**src/shared/adapt_profile_defs.svh**
```systemverilog
`ifndef ADAPT_PROFILE_DEFS_SVH
`define ADAPT_PROFILE_DEFS_SVH

// Register indices; byte address on the bus is four times the index
`define IDX_FLAT_DELAY_A 6'h04
`define IDX_SPAN_CODE_A 6'h06
`define IDX_STEP_COUNT_A 6'h07
`define IDX_CTRL3_A 6'h08
`define IDX_FLAT_DELAY_B 6'h24
`define IDX_SPAN_CODE_B 6'h26
`define IDX_STEP_COUNT_B 6'h27
`define IDX_CTRL3_B 6'h28
`define IDX_MODE 6'h30
`define IDX_STATUS 6'h31

// Byte lane bits below the word index
`define ADDR_LANE_BITS 2

// Reset values
`define RST_FLAT_DELAY 8'h00
`define RST_SPAN_CODE 3'h4
`define RST_STEP_COUNT 8'h00
`define RST_CTRL3 8'hfb
`define RST_MODE 2'h0

// Field positions in the mode register
`define MODE_EXT_A 0
`define MODE_EXT_B 1

// Field positions in the status register
`define STAT_REGION_A_LSB 0
`define STAT_REGION_B_LSB 2
`define STAT_VALID_BIT 4

// Profile arithmetic
`define FLAT_TAP_SHIFT 3
`define SPAN_BASE_SHIFT 4'h2
`define FILTER_LEN_NORMAL 18'h00200
`define FILTER_LEN_EXT 18'h00400
`define FLAT_GAIN_EXP 9'h010

// One tap equals one sample period
`define TAP_PERIOD_US 125

`endif

```
**src/shared/adapt_profile_pkg.sv**
```systemverilog
package adapt_profile_pkg;

	// Which part of the profile a tap falls in
	typedef enum logic [1:0] {
		REGION_FLAT,
		REGION_NOMINAL,
		REGION_DECAY
	} gain_region_e;

	// Count of halvings below the nominal gain
	typedef logic [8:0] gain_exp_t;

endpackage : adapt_profile_pkg

```
**src/rtl/adaptation_step_profile.sv**
```systemverilog
// Design decision made here: register access over Avalon-MM.
`timescale 1ns/10ps
`include "adapt_profile_defs.svh"

module adaptation_step_profile #(
	parameter int TAP_W = 10
) (
	// Clock and reset
	input wire logic clk_i,
	input wire logic reset_n_i,
	// Avalon-MM slave, byte address
	input wire logic [7:0] address_i,
	input wire logic read_i,
	input wire logic write_i,
	input wire logic [31:0] writedata_i,
	output logic [31:0] readdata_o,
	output logic waitrequest_o,
	// Tap query from the adaptive filter
	input wire logic tap_valid_i,
	input wire logic [TAP_W-1:0] tap_index_i,
	// Profile answers, one cycle after the query
	output logic gain_valid_o,
	output adapt_profile_pkg::gain_region_e region_a_o,
	output adapt_profile_pkg::gain_exp_t gain_exp_a_o,
	output adapt_profile_pkg::gain_region_e region_b_o,
	output adapt_profile_pkg::gain_exp_t gain_exp_b_o,
	// Control register 3 contents for the rest of each canceller
	output logic [7:0] canceller_control_three_a_o,
	output logic [7:0] canceller_control_three_b_o
);
	import adapt_profile_pkg::*;

	// Tap index must reach 1023 for the extended filter
	initial begin
		if (TAP_W < 10 || TAP_W > 17) begin
			$error("TAP_W must lie between 10 and 17");
		end
	end

	// Profile registers, one copy per canceller
	logic [7:0] flat_delay_a, next_flat_delay_a;
	logic [2:0] decay_step_size_a, next_decay_step_size_a;
	logic [7:0] decay_step_count_a, next_decay_step_count_a;
	logic [7:0] canceller_control_three_a, next_canceller_control_three_a;
	logic [7:0] flat_delay_b, next_flat_delay_b;
	logic [2:0] decay_step_size_b, next_decay_step_size_b;
	logic [7:0] decay_step_count_b, next_decay_step_count_b;
	logic [7:0] canceller_control_three_b, next_canceller_control_three_b;
	// Extended filter length per canceller
	logic [1:0] profile_mode, next_profile_mode;

	// Bus handshake state
	logic bus_ack, next_bus_ack;
	logic [31:0] read_word, next_read_word;

	// Answer registers
	logic gain_valid, next_gain_valid;
	gain_region_e region_a, next_region_a, region_b, next_region_b;
	gain_exp_t gain_exp_a, next_gain_exp_a, gain_exp_b, next_gain_exp_b;

	// Decoder outputs
	logic [5:0] reg_index;
	logic lane_ok;
	logic do_write;
	gain_region_e look_region_a, look_region_b;
	gain_exp_t look_exp_a, look_exp_b;

	// Lookup for canceller a
	profile_lookup #(
		.TAP_W(TAP_W)
	) lookup_a (
		.tap_i(tap_index_i),
		.flat_delay_count_i(flat_delay_a),
		.decay_span_code_i(decay_step_size_a),
		.decay_step_count_i(decay_step_count_a),
		.extended_i(profile_mode[`MODE_EXT_A]),
		.region_o(look_region_a),
		.gain_exp_o(look_exp_a)
	);

	// Lookup for canceller b, fed from its own copy
	profile_lookup #(
		.TAP_W(TAP_W)
	) lookup_b (
		.tap_i(tap_index_i),
		.flat_delay_count_i(flat_delay_b),
		.decay_span_code_i(decay_step_size_b),
		.decay_step_count_i(decay_step_count_b),
		.extended_i(profile_mode[`MODE_EXT_B]),
		.region_o(look_region_b),
		.gain_exp_o(look_exp_b)
	);

	// Address split; sub-word addresses answer but hit nothing
	assign reg_index = address_i[7:`ADDR_LANE_BITS];
	assign lane_ok = (address_i[`ADDR_LANE_BITS-1:0] == 2'h0);
	assign do_write = write_i && bus_ack && lane_ok;

	// One wait cycle on every access, then the answer
	assign waitrequest_o = (read_i || write_i) && !bus_ack;

	// Bus handshake and read mux
	always_comb begin
		next_bus_ack = (read_i || write_i) && !bus_ack;
		next_read_word = read_word;
		if (read_i && !bus_ack) begin
			next_read_word = 32'h00000000;
			if (lane_ok) begin
				unique case (reg_index)
					`IDX_FLAT_DELAY_A: next_read_word = 32'(flat_delay_a);
					// Upper span code bits read back as zero
					`IDX_SPAN_CODE_A: next_read_word = 32'(decay_step_size_a);
					`IDX_STEP_COUNT_A: next_read_word = 32'(decay_step_count_a);
					`IDX_CTRL3_A: next_read_word = 32'(canceller_control_three_a);
					`IDX_FLAT_DELAY_B: next_read_word = 32'(flat_delay_b);
					`IDX_SPAN_CODE_B: next_read_word = 32'(decay_step_size_b);
					`IDX_STEP_COUNT_B: next_read_word = 32'(decay_step_count_b);
					`IDX_CTRL3_B: next_read_word = 32'(canceller_control_three_b);
					`IDX_MODE: next_read_word = 32'(profile_mode);
					`IDX_STATUS: begin
						// Last answer given to the filter
						next_read_word[`STAT_REGION_A_LSB +: 2] = region_a;
						next_read_word[`STAT_REGION_B_LSB +: 2] = region_b;
						next_read_word[`STAT_VALID_BIT] = gain_valid;
					end
					// Unmapped words read as zero
					default: next_read_word = 32'h00000000;
				endcase
			end
		end
	end

	// Register writes, taken at the edge where waitrequest is low
	always_comb begin
		next_flat_delay_a = flat_delay_a;
		next_decay_step_size_a = decay_step_size_a;
		next_decay_step_count_a = decay_step_count_a;
		next_canceller_control_three_a = canceller_control_three_a;
		next_flat_delay_b = flat_delay_b;
		next_decay_step_size_b = decay_step_size_b;
		next_decay_step_count_b = decay_step_count_b;
		next_canceller_control_three_b = canceller_control_three_b;
		next_profile_mode = profile_mode;
		if (do_write) begin
			unique case (reg_index)
				// Range of flat delay is software's duty; not clamped here
				`IDX_FLAT_DELAY_A: next_flat_delay_a = writedata_i[7:0];
				// Only the low three bits are kept
				`IDX_SPAN_CODE_A: next_decay_step_size_a = writedata_i[2:0];
				`IDX_STEP_COUNT_A: next_decay_step_count_a = writedata_i[7:0];
				`IDX_CTRL3_A: next_canceller_control_three_a = writedata_i[7:0];
				`IDX_FLAT_DELAY_B: next_flat_delay_b = writedata_i[7:0];
				`IDX_SPAN_CODE_B: next_decay_step_size_b = writedata_i[2:0];
				`IDX_STEP_COUNT_B: next_decay_step_count_b = writedata_i[7:0];
				`IDX_CTRL3_B: next_canceller_control_three_b = writedata_i[7:0];
				`IDX_MODE: next_profile_mode = writedata_i[1:0];
				// Writes elsewhere are accepted and dropped
				default: next_profile_mode = profile_mode;
			endcase
		end
	end

	// Answer one cycle after each tap query
	always_comb begin
		next_gain_valid = tap_valid_i;
		next_region_a = region_a;
		next_gain_exp_a = gain_exp_a;
		next_region_b = region_b;
		next_gain_exp_b = gain_exp_b;
		if (tap_valid_i) begin
			next_region_a = look_region_a;
			next_gain_exp_a = look_exp_a;
			next_region_b = look_region_b;
			next_gain_exp_b = look_exp_b;
		end
	end

	// All state registers; defaults load at reset
	always_ff @(posedge clk_i or negedge reset_n_i) begin
		if (!reset_n_i) begin
			flat_delay_a <= `RST_FLAT_DELAY;
			decay_step_size_a <= `RST_SPAN_CODE;
			decay_step_count_a <= `RST_STEP_COUNT;
			canceller_control_three_a <= `RST_CTRL3;
			flat_delay_b <= `RST_FLAT_DELAY;
			decay_step_size_b <= `RST_SPAN_CODE;
			decay_step_count_b <= `RST_STEP_COUNT;
			canceller_control_three_b <= `RST_CTRL3;
			profile_mode <= `RST_MODE;
			bus_ack <= 1'b0;
			read_word <= 32'h00000000;
			gain_valid <= 1'b0;
			region_a <= REGION_FLAT;
			gain_exp_a <= 9'h000;
			region_b <= REGION_FLAT;
			gain_exp_b <= 9'h000;
		end else begin
			flat_delay_a <= next_flat_delay_a;
			decay_step_size_a <= next_decay_step_size_a;
			decay_step_count_a <= next_decay_step_count_a;
			canceller_control_three_a <= next_canceller_control_three_a;
			flat_delay_b <= next_flat_delay_b;
			decay_step_size_b <= next_decay_step_size_b;
			decay_step_count_b <= next_decay_step_count_b;
			canceller_control_three_b <= next_canceller_control_three_b;
			profile_mode <= next_profile_mode;
			bus_ack <= next_bus_ack;
			read_word <= next_read_word;
			gain_valid <= next_gain_valid;
			region_a <= next_region_a;
			gain_exp_a <= next_gain_exp_a;
			region_b <= next_region_b;
			gain_exp_b <= next_gain_exp_b;
		end
	end

	// Outputs straight from flip-flops
	assign readdata_o = read_word;
	assign gain_valid_o = gain_valid;
	assign region_a_o = region_a;
	assign gain_exp_a_o = gain_exp_a;
	assign region_b_o = region_b;
	assign gain_exp_b_o = gain_exp_b;
	assign canceller_control_three_a_o = canceller_control_three_a;
	assign canceller_control_three_b_o = canceller_control_three_b;

endmodule : adaptation_step_profile

```
**src/rtl/profile_lookup.sv**
```systemverilog
`timescale 1ns/10ps
`include "adapt_profile_defs.svh"

module profile_lookup #(
	parameter int TAP_W = 10
) (
	// Tap under evaluation
	input wire logic [TAP_W-1:0] tap_i,
	// Profile settings of one canceller
	input wire logic [7:0] flat_delay_count_i,
	input wire logic [2:0] decay_span_code_i,
	input wire logic [7:0] decay_step_count_i,
	input wire logic extended_i,
	// Profile answer
	output adapt_profile_pkg::gain_region_e region_o,
	output adapt_profile_pkg::gain_exp_t gain_exp_o
);
	import adapt_profile_pkg::*;

	// Working values, wide enough for 255 steps of 512 taps
	logic [17:0] tap_wide;
	logic [17:0] flat_end;
	logic [3:0] span_shift;
	logic [17:0] decay_len;
	logic [17:0] filter_len;
	logic [17:0] decay_start;
	logic [17:0] decay_offset;
	logic [17:0] steps_in;

	// Pure lookup; the caller registers the result
	always_comb begin
		tap_wide = 18'(tap_i);
		flat_end = 18'(flat_delay_count_i) << `FLAT_TAP_SHIFT;
		span_shift = 4'(decay_span_code_i) + `SPAN_BASE_SHIFT;
		decay_len = 18'(decay_step_count_i) << span_shift;
		// One tap per sample, so length is 512 or 1024 taps
		filter_len = extended_i ? `FILTER_LEN_EXT : `FILTER_LEN_NORMAL;
		// Too many steps would start before tap zero; clamp there
		decay_start = (decay_len >= filter_len) ? 18'h00000 : filter_len - decay_len;
		decay_offset = tap_wide - decay_start;
		steps_in = (decay_offset >> span_shift) + 18'h00001;
		region_o = REGION_NOMINAL;
		gain_exp_o = 9'h000;
		if (tap_wide < flat_end) begin
			// Flat region wins over an overlapping decay region
			region_o = REGION_FLAT;
			gain_exp_o = `FLAT_GAIN_EXP;
		end else if (tap_wide >= decay_start) begin
			// Halve once per span from the decay start
			region_o = REGION_DECAY;
			gain_exp_o = steps_in[8:0];
		end else begin
			// Between the two regions the full gain applies
			region_o = REGION_NOMINAL;
			gain_exp_o = 9'h000;
		end
	end

endmodule : profile_lookup

```
**config.mk**
```make
export PLATFORM = sky130hd
export DESIGN_NAME = adaptation_step_profile
export DESIGN_NICKNAME = d
export VERILOG_FILES = /design/src/shared/adapt_profile_pkg.sv /design/src/rtl/adaptation_step_profile.sv /design/src/rtl/profile_lookup.sv
export VERILOG_INCLUDE_DIRS = /design/src /design/src/shared
export SDC_FILE = /design/constraint.sdc
export NUM_CORES = 1
export LEC_CHECK = 0
export ABC_AREA = 1
export BUFFER_PORTS_ARGS = -buffer_cell sky130_fd_sc_hd__clkbuf_2
export CORE_UTILIZATION = 58
export CTS_CLUSTER_SIZE = 12
export DETAILED_ROUTE_END_ITERATION = 8
export GPL_TIMING_DRIVEN = 0
export PLACE_DENSITY_LB_ADDON = 0.3
export SKIP_LAST_GASP = 1
export SLEW_MARGIN = 0
export SYNTH_ARGS = -nofsm -noshare
export SYNTH_HDL_FRONTEND = slang
export SYNTH_SLANG_ARGS = --single-unit
```
**constraint.sdc**
```tcl
create_clock -name clk_i -period 6.1 [get_ports clk_i]
set_input_delay 1.22 -clock clk_i [delete_from_list [all_inputs] [get_ports clk_i]]
set_output_delay 1.22 -clock clk_i [all_outputs]
set_load 0.1 [all_outputs]
```
# Yosys cells after proc, flatten, opt, wreduce, memory -nomap -nowiden
# Cells that the tools add are included.
[op_classes]
n_addsub = 8
n_mul = 0
div = 0
magnitude_cmp = 6
eq_ne = 10
shift = 4
mux = 15
bitwise = 0
n_reduce_logical = 16
[op_table]
columns = ["operator", "count"]
rows = [
  ["case mux 5 bit (10 select lines)", 1],
  ["equality test 6 bit (second input constant)", 6],
  [">= comparator 10 x 18 -> 1 bit", 2],
  [">= comparator 18 bit", 2],
  ["2-to-1 mux 18 bit", 2],
  ["2-to-1 mux 9 bit", 4],
  ["<< shifter 8 x 4 -> 18 bit", 2],
  ["right shift 18 x 4 -> 9 bit", 2],
  ["subtractor 10 x 18 -> 18 bit", 2],
  ["subtractor 18 bit", 2],
  ["< comparator 10 x 11 -> 1 bit", 2],
  ["2-to-1 mux 11 bit", 2],
  ["adder 9 x 1 -> 9 bit (second input constant)", 2],
  ["equality test 6 x 3 -> 1 bit (second input constant)", 3],
  ["case mux 3 bit (6 select lines)", 1],
  ["AND reduction 2 bit", 9],
  ["adder 3 x 2 -> 4 bit (second input constant)", 2],
  ["2-to-1 mux 2 bit", 4],
  ["2-to-1 mux 8 bit", 1],
  ["equality test 6 x 4 -> 1 bit (second input constant)", 1],
  ["logical AND 1 bit", 4],
  ["logical NOT 2 bit", 1],
  ["logical NOT 1 bit", 1],
  ["logical OR 1 bit", 1],
]
[word_totals]
ff_bits = 112
latchBits = 0
ram_bits = 0
mem_bits_ro = 0
word_cells = 75
mem_count = 0

# Logic depth before layout (Yosys ltp)
# Gate-level depths: netlist (run 1).
[depth]
depth_word = 9
mapped_depth = 43
mapped_depth_nobuf = 42

# Cells and area by module
# A second synthesis (run 1) with hierarchy kept.
[hier_totals]
cells_unflattened = 1296
hier_area_um2 = 8376.8
[modules_own_cells]
columns = ["mod", "instances", "cells_each", "area_per_inst_um2"]
rows = [
  ["profile_lookup", 2, 414, 2108.3],
  ["adaptation_step_profile", 1, 468, 4160.2],
]

# Worst setup path before layout (run 1)
# OpenSTA, ideal clock, no wires.
[synth_timing]
kind = "register -> register"
startpoint = "register decay_step_size_a[1]"
endpoint = "register gain_exp_a[8], in the netlist gain_exp_a_o[8]"
arrival_time_ns = 4.792
setup_slack_ns = 1.188
path_stages_with_launch = 38
n_path_buf = 1
cell_sequence = "dfrtp_1 > ha_1 > inv_1 > buf_2 > a21oi_1 > o21ai_0 > o21ai_0 > ha_1 > inv_1 > nor2_1 > nand2_1 > nor2_4 > nor2_2 > nor2_8 > inv_1 > a21oi_1 > o21ai_0 > ha_1 > (+2 left out) > nand2_1 > nand2_1 > nand2_1 > nand2_1 > nand2_1 > nand2_1 > nand2_1 > nand2_1 > o21ai_0 > or2_2 > nand2_1 > o21ai_2 > ha_1 > nand3_2 > nor2_2 > nand3_1 > nand3_1 > nand2_1"
[synth_between]
elab_chain_len = 9
[synth_lines]
columns = ["item", "line_no", "source"]
rows = [
  ["start: declaration", "adaptation_step_profile.sv:42", "logic [2:0] decay_step_size_a, next_decay_step_size_a;"],
  ["start signal: assignment", "adaptation_step_profile.sv:182", "decay_step_size_a <= `RST_SPAN_CODE;"],
  ["start signal: assignment", "adaptation_step_profile.sv:199", "decay_step_size_a <= next_decay_step_size_a;"],
  ["adder 3 x 2 -> 4 bit (no source line) *", "n/a", ""],
  ["<< shifter 8 x 4 -> 18 bit", "profile_lookup.sv:35", "decay_len = 18'(decay_step_count_i) << span_shift;"],
  ["subtractor 18 bit / >= comparator 18 bit (equally long branches)", "profile_lookup.sv:39", "decay_start = (decay_len >= filter_len) ? 18'h00000 : filter_len - decay_len;"],
  ["2-to-1 mux 18 bit", "profile_lookup.sv:39", ""],
  ["subtractor 10 x 18 -> 18 bit", "profile_lookup.sv:40", "decay_offset = tap_wide - decay_start;"],
  ["right shift 18 x 4 -> 9 bit", "profile_lookup.sv:41", "steps_in = (decay_offset >> span_shift) + 18'h00001;"],
  ["adder 9 x 1 -> 9 bit", "profile_lookup.sv:41", ""],
  ["2-to-1 mux 9 bit *", "profile_lookup.sv:48", "end else if (tap_wide >= decay_start) begin"],
  ["2-to-1 mux 9 bit *", "profile_lookup.sv:44", "if (tap_wide < flat_end) begin"],
  ["end signal: assignment", "adaptation_step_profile.sv:211", "gain_exp_a <= next_gain_exp_a;"],
  ["end: declaration", "adaptation_step_profile.sv:59", "gain_exp_t gain_exp_a, next_gain_exp_a, gain_exp_b, next_gain_exp_b;"],
]
# Mark *: on every way between the ends. The rest lies on a longest branch, timed or not.
# A chain may end at the register's enable or synchronous reset.

# Final worst setup path (run 1)
[layout_timing]
startpoint = "register decay_step_size_a[2]"
endpoint = "register gain_exp_a[4], in the netlist gain_exp_a_o[4]"
# The elaborated chain is that of the path after synthesis.

==> results.txt, run 1 <==
* Via count: 8226
- Clock tree from TritonCTS: yes
* Proportion of layout cells with a drive suffix above 1: 0.191
- Layout area overhead: 13.4%
- Counting both buffers and inverters, the worst setup path holds a total of 4.
- A synthesized cell averages 6.62 um^2.
- After detailed routing, the average wire length per cell comes to 14.6 um.
* Share of the synthesized netlist area taken by xor and xnor gates: 0.0111
- Adder and majority cell fraction of the synthesized area: 0.0666
- In the post-route analysis, the smallest setup slack over all paths is 0.525 ns.
- The share of total power dissipated in combinational logic is 0.534.
* Number of antenna violations at the first check in global routing: 0
- Fill cells in the final layout number 1181.
* Final antenna-violating net count: 0
- Share of the clock period used by the worst path after layout: 0.914
- Number of sinks driven by the clock tree: 88
- In the routed layout, each cell is associated on average with a via count of 5.53.
- Number of placed instances with taps included: 1469
- Top cells by area in the synthesized netlist: sky130_fd_sc_hd__dfrtp_1 (23%), sky130_fd_sc_hd__nand2_1 (17%), sky130_fd_sc_hd__nand3_1 (8.8%), sky130_fd_sc_hd__o21ai_0 (7.0%), sky130_fd_sc_hd__ha_1 (6.7%)
- Counting every instance in the synthesized netlist gives 1191.
- The congestion estimate from routability-driven global placement came to 0.924.
- Summed over all nets, the half-perimeter wirelength after detailed placement is 17.3 mm.
- DIE AREA: 14100 um^2
- Worst IR drop on VDD: 0.000255 V
- Arr. time, crit path: 5.82 ns
- Maximum clock path buffer count: 2
- The multi-input combinational cells in the finished layout cover a total of 4940 um^2.
- Compound-gate portion of the synthesized area: 0.144
* Most frequent cells after synthesis: sky130_fd_sc_hd__nand2_1 (350), sky130_fd_sc_hd__nand3_1 (139), sky130_fd_sc_hd__inv_1 (111), sky130_fd_sc_hd__o21ai_0 (111), sky130_fd_sc_hd__nor2_1 (89)
- During synthesis, Yosys emitted a total of 0 warnings.
* Boundary Pins: 127
* Count of endpoints failing hold in the final timing report: 0
* Area share of the largest cell type after synthesis: 0.228
- Total non-filler cell area in the finished layout: 8940 um^2
- The number of antenna diodes in the final layout is 0.
* Final setup violation count: 0
* Post-layout nets: 1403
- Global routing finished with a remaining overflow of 0.
- The first global-routing pass estimated 35.8 mm of wire.
- Share of flip-flops with an asynchronous set or reset after synthesis: 1.00
- Among all stages on the critical path, the largest delay is contributed by sky130_fd_sc_hd__dfstp_2.
- Total detailed-routing wirelength: 21.7 mm
- Clock tree synthesis selected as its root buffer the cell sky130_fd_sc_hd__clkbuf_16.
- Of all cell types, the one taking the most synthesized area is sky130_fd_sc_hd__dfrtp_1.
* Highest layer used for signal routing: met4
* Design internal power: 1.34 mW
- Mux contribution to synthesized area: 0.00127
* Cell Count, Final, Fillers Out: 1487
- For this block, the initial DRC count from the detailed router was 699.
- Yosys mapped a number of flops with a built-in enable equal to 0.
* Part of the power in the clock network: 0.215
- In the routed design, unresolved DRC markers number 0.
* Placement Setup Slack: 0.389 ns
- Cell Pwr Density: 294 nW/um^2
- Count of distinct cell types in the synthesized netlist: 51
- By instance count, the leading cell after synthesis is sky130_fd_sc_hd__nand2_1.
- Simple-gate area share of the yosys netlist: 0.391
* Hold bufs inserted after CTS: 0
- Worst hold slack: 0.479 ns
- The share of total power dissipated in sequential elements is 0.252.
- Netlist area before placement: 7890 um^2
- Post-layout minimum cycle time: 5.58 ns
- For this design the total switching power over the nets is 1.29 mW.
* Register area share after synthesis: 0.282
- Clock skew on the completed layout was measured at 0.00389 ns.
- CTS H-tree lvls: 3
- In this run, CTS created clock tree buffers numbering 9.
* Nature of the critical path startpoint: flip-flop
- Number of detailed-routing iterations run before antenna repair: 8
* Largest family of logic cells by synthesized area: simple AND/OR/NAND/NOR gates
- The initial utilization of the core area, before any placement, comes to 0.595.
* Switching power share of the total: 0.490
- After detailed routing, the met2 layer carries 9.89 mm of wire.
- At the later pin of the worst-skew pair, clock insertion delay measures 0.36 ns.
* Met1 wire length: 9.65 mm
* Width of the die: 119 um
* Final count of pins violating max slew: 0
* Detailed route wirelength on metal3: 1.52 mm
* LEAKAGE: 4.67 nW
* Clock-pin slew reported for the worst setup and hold paths after clock tree synthesis: 0.06 ns
- Kind of cell adding the most delay to the critical path: simple AND/OR/NAND/NOR gates
- In this design, the critical path's most frequently occurring cell is sky130_fd_sc_hd__nand2_1.
- Max-cap viol count: 0
- Critical Path End Type: flip-flop
- Total power: 2.63 mW
- Total of buffers placed on input and output ports: 78
- The number of global-route vias before repair was 7375.
- Once placement finished, the instance area stood at 8610 um^2.
- The initialized floorplan defines 42 standard-cell rows.
- For this run, the leading register cell type out of synthesis is sky130_fd_sc_hd__dfrtp_1.
- At the pin with the least slew margin, the transition time is 0.645 ns.
* Biggest fanout along the worst timing path: 10
- Headroom to the max-slew limit came out at 0.568.
- Critical path start-end classification: flip-flop to flip-flop
* Outcome: completed
- In the global route stage, overall resource usage came out at 0.321.
- Based on the critical path, the design can be clocked at up to 179 MHz.
- Y dimension of the die: 119 um
* Seq cells post-synth: 88
- Data on the critical path is required at its endpoint by 6.34 ns.
- Delay contributed by the slowest stage of the critical path: 0.53 ns
- The region available for standard cell placement spans 13200 um^2.
* Area taken by flip-flops and latches: 2220 um^2
- The tightest min-delay check is of the flip-flop to flip-flop type.
* Pin count of the biggest net entering global routing: 68
==> logic make-up after synthesis <==
family / count (synthesis)
xor+xnor: 10
mux: 1
simple gates: 673
flops: 88
fa+ha+maj: 42
compound gates: 197
other cells: 1
buf+inv: 179
==> cells in the final DEF, fill, tap and decap left out, types with 24 or more instances in the layout <==
cell and n:
sky130_fd_sc_hd__dfrtp_1 71, sky130_fd_sc_hd__nor2_1 89, sky130_fd_sc_hd__a21oi_1 32, sky130_fd_sc_hd__buf_4 33, sky130_fd_sc_hd__o21ai_0 108, sky130_fd_sc_hd__clkbuf_2 77
sky130_fd_sc_hd__inv_1 110, sky130_fd_sc_hd__nand2_1 350, sky130_fd_sc_hd__ha_1 39, sky130_fd_sc_hd__nand3_1 139, sky130_fd_sc_hd__conb_1 24
==> metrics by stage <==
| step | TNS [ns] | utilization |
|---|---|---|
| after floorplan | 0 | - |
| after global placement | 0 | 0.648 |
| after detailed placement | 0 | 0.650 |
| after CTS | 0 | 0.673 |
| after global routing | -0.00560 | 0.675 |
| final | 0 | 0.675 |
==> power groups by stage <==
stage	Sequential [mW]	Clock (mW)	Combinational, mW
after CTS	0.661	0.566	1.39
after floorplan	0.924	0	0.881
final	0.662	0.565	1.40
after global routing	0.667	0.590	1.55
after detailed placement	0.672	0	1.38
after global placement	0.671	0	1.36
==> per-layer routing <==
| metal | vias up | track usage |
|---|---|---|
| met5 | - | 0 |
| met4 | 0 | 0.130 |
| met3 | 45 | 0.0516 |
| met2 | 312 | 0.512 |
| met1 | 3722 | 0.433 |
| li1 | 4147 | - |
==> worst min-delay path: cells and delay by family, from the launching register on <==
| family | cells | cell delay (ns) |
|---|---|---|
| flops | 1 | 0.34 |
| simple gates | 2 | 0.10 |
==> final timing paths <==
| check | start | to | slack, ns | cells after the start |
|---|---|---|---|---|
| max | decay_step_size_a[2]$_DFFE_PN1P_ | gain_exp_a_o[4]$_DFFE_PN0P_ | 0.52 | 37 |
| min | gain_exp_b_o[3]$_DFFE_PN0P_ | gain_exp_b_o[3]$_DFFE_PN0P_ | 0.48 | 2 |
| max reg2reg | decay_step_size_a[2]$_DFFE_PN1P_ | gain_exp_a_o[4]$_DFFE_PN0P_ | 0.52 | 37 |
| min reg2reg | gain_exp_b_o[3]$_DFFE_PN0P_ | gain_exp_b_o[3]$_DFFE_PN0P_ | 0.48 | 2 |
| max in group asynchronous | reset_n_i | decay_step_size_b[2]$_DFFE_PN1P_ | 4.61 | 2 |
| min in group asynchronous | reset_n_i | gain_exp_a_o[2]$_DFFE_PN0P_ | 0.80 | 1 |
==> cell type report <==
type	count	share of cell area
Multi-Input combinational cell	947	0.553
Sequential cell	88	0.249
Inverter	123	0.0516
Timing Repair Buffer	81	0.0487
Buffer	56	0.0403
Clock buffer	10	0.0256
Tap cell	176	0.0246
Clock inverter	6	0.00742
==> repair_timing <==
| item | CTS | global route |
|---|---|---|
| buffers inserted | 0 | 2 |
| gates resized for setup | 0 | 11 |
| hold endpoints to repair | 0 | 0 |
| endpoints found under the setup margin | 0 | 8 |
Note: power is estimated with default switching activity, not from simulation.
==> run 2: changes to the inputs <==
PLACE_DENSITY = 0.82   (was unset)
PLACE_DENSITY_LB_ADDON = unset   (was 0.3)
==> run 2 against run 1 <==
Register-to-register slack got worse by 0.02 ns; first-iteration DRC count increased by 4.7%; cell area increased by 0.13%; via count increased by 1.9%; highest routed layer unchanged.
==> results.txt, run 2 (same netlist as run 1, synthesis figures left out) <==
- The peak supply drop was 0.000196 V (-23%).
- The number of slew-limit violations in the final report came to 0 (unchanged).
* Number of cell rows: 42 (unchanged)
- The number of failing hold endpoints at the final stage was 0 (unchanged).
* DR vias/cell: 5.64 (+2.0%)
- Post-CTS repair timing setup buffer count: 0 (unchanged)
* Share of the clock period used by the worst path after layout: 0.918 (+0.00372)
* DIE AREA: 14100 um^2 (unchanged)
- The number of levels in the clock H-tree is 3 (unchanged).
- The critical path is of the flip-flop to flip-flop type.
* Post-Route Utilization: 0.676 (+0.000850)
* Final setup violation count: 0 (unchanged)
- Width of the die: 119 um (unchanged)
- The global route total overflow is 0 (unchanged).
- Cell Pwr Density: 297 nW/um^2 (+0.75%)
- The number of non-filler instances in the completed layout was 1485 (-0.13%).
- The global placer's final weighted congestion was 0.950 (+2.8%).
- Overall global routing resource usage: 0.327 (+0.00574)
- Min setup slack post-route: 0.502 ns (-0.0227 ns)
- The clock tree skew after final layout came to 0.00645 ns (+0.00256 ns).
* Max_slew headroom: 0.550 (-0.0185)
- The clock transition time at the flip-flop clock pins of the worst setup and hold paths is 0.07 ns (about the same).
- The maximum fanout encountered on the critical timing path came to 10 (unchanged).
* Number of sinks driven by the clock tree: 88 (unchanged)
* Vias in the first global route: 7492 (+1.6%)
- Total non-filler cell area in the finished layout: 8950 um^2 (+0.13%)
- The post-detailed-route wirelength per cell came to 15.2 um (+3.8%).
* Clock tree from TritonCTS: yes
- Number of remaining DRC errors: 0 (unchanged)
- Number of placed instances with taps included: 1469 (unchanged)
* Y dimension of the die: 119 um (unchanged)
- The maximum clock rate is 179 MHz (-0.41%).
- The critical path data arrival time was 5.87 ns (+0.05 ns).
- Delay contributed by the slowest stage of the critical path: 0.59 ns (+0.06 ns)
- The worst-case setup slack after placement came to 0.341 ns (-0.0483 ns).
- Dpl hpwl: 17.8 mm (+2.6%)
* Clock latency at the later pin of the worst-skew pair: 0.35 ns (about the same)
- Hold bufs inserted after CTS: 0 (unchanged)
- Final antenna-violating net count: 0 (unchanged)
* Via count: 8382 (+1.9%)
- Commonest cells after routing, fill and taps aside: sky130_fd_sc_hd__nand2_1 (350), sky130_fd_sc_hd__nand3_1 (139), sky130_fd_sc_hd__inv_1 (110), sky130_fd_sc_hd__o21ai_0 (110), sky130_fd_sc_hd__nor2_1 (89)
* Core area: 13200 um^2 (unchanged)
- Compared with the post-synthesis result, the final layout area differs by 13.5%.
- The port buffer count is 78 (unchanged).
- Post-layout minimum cycle time: 5.60 ns (+0.0227 ns)
* Number of antenna violations at the first check in global routing: 0 (unchanged)
- WP data required: 6.37 ns (+0.03 ns)
- Number of buffers created by CTS: 9 (unchanged)
- The leakage power came to 4.66 nW (about the same).
* Outcome: completed
- Total detailed-routing wirelength: 22.5 mm (+3.7%)
* Maximum clock path buffer count: 2 (unchanged)
* RSZ-0062 raised after global routing: false
- Sum of negative setup slack: 0 ns (unchanged)
- The maximum number of pins on one net before global-route repair is 50 (-26%).
- STA classifies the critical path endpoint as a flip-flop.
* Starting density of the core: 0.595 (unchanged)
- The total of max-cap violations is 0 (unchanged).
- Tightest Pin Transition: 0.673 ns (+0.0276 ns)
- Most common library cell in the layout ignoring fill and taps: sky130_fd_sc_hd__nand2_1
- The total iterations of the first detailed-routing run came to 6 (-2).
- Placement Cell Area: 8610 um^2 (unchanged)
- Worst hold slack: 0.484 ns (+0.00480 ns)
- Class of the tightest hold or removal check: flip-flop to flip-flop
* Clock root buffer master: sky130_fd_sc_hd__clkbuf_16
- The fraction of final layout cells sized beyond drive strength 1 came to 0.190 (-0.000473).
* Antenna diode count: 0 (unchanged)
* DR iter-0 viols: 732 (+4.7%)
- The number of top-level pins was 127 (unchanged).
- The quantity of gates resized following cts is 0 (unchanged).
- Nature of the critical path startpoint: flip-flop
* Total power: 2.65 mW (+0.88%)
* Slowest-stage cell, CP: sky130_fd_sc_hd__dfstp_2
- Fill cell total of the finished layout: 1210 (+2.5%)
- The global-route wire length before repair came to 36.6 mm (+2.1%).
- The cell that appears most often on the critical path is sky130_fd_sc_hd__nand2_1.
* Post-layout nets: 1401 (-0.14%)
==> run 2: cell type report <==
type                            count  area [um^2]  area share
Sequential cell                    88         2220       0.248
Tap cell                          176          220      0.0246
Clock buffer                       11          253      0.0282
Inverter                          123          462      0.0516
Buffer                             56          358      0.0400
Multi-Input combinational cell    947         4950       0.553
Clock inverter                      5         61.3     0.00685
Timing Repair Buffer               79          420      0.0470
==> run 2: path summary, 6_finish.rpt <==
check	slack (ns)	cells after the start	start	end
min in group asynchronous	0.90	1	reset_n_i	gain_exp_a_o[2]$_DFFE_PN0P_
max reg2reg	0.50	39	decay_step_size_b[2]$_DFFE_PN1P_	gain_exp_b_o[4]$_DFFE_PN0P_
max	0.50	39	decay_step_size_b[2]$_DFFE_PN1P_	gain_exp_b_o[4]$_DFFE_PN0P_
min	0.48	2	gain_exp_b_o[7]$_DFFE_PN0P_	gain_exp_b_o[7]$_DFFE_PN0P_
min reg2reg	0.48	2	gain_exp_b_o[7]$_DFFE_PN0P_	gain_exp_b_o[7]$_DFFE_PN0P_
max in group asynchronous	4.47	2	reset_n_i	canceller_control_three_a_o[0]$_DFFE_PN1P_
==> run 2: report_power, final <==
| group | leakage, nW | switching, mW | internal (mW) |
|---|---|---|---|
| sequential | 1.11 | 0.0311 | 0.630 |
| clock | 0.157 | 0.246 | 0.344 |
| combinational | 3.39 | 1.02 | 0.388 |
==> run 2: routing by layer <==
metal  routed length, um  vias to the layer above  share of wire  track usage
met1                9980                     3853           0.44        0.453
met2               10100                      342           0.45        0.513
met4                 851                        0          0.038        0.127
met5                   0                        -              0            0
li1                    -                     4130              -            -
met3                1590                       57          0.070       0.0473
==> run 2: critical path, delay by kind of cell (launching register included) <==
kind | cells | cell delay, ns
AO/OA/AOI/OAI | 3 | 0.48
AND/OR/NAND/NOR | 26 | 2.72
adder cells (fa/ha/maj) | 4 | 1.03
flip-flops | 1 | 0.59
buffers and inverters | 6 | 0.68
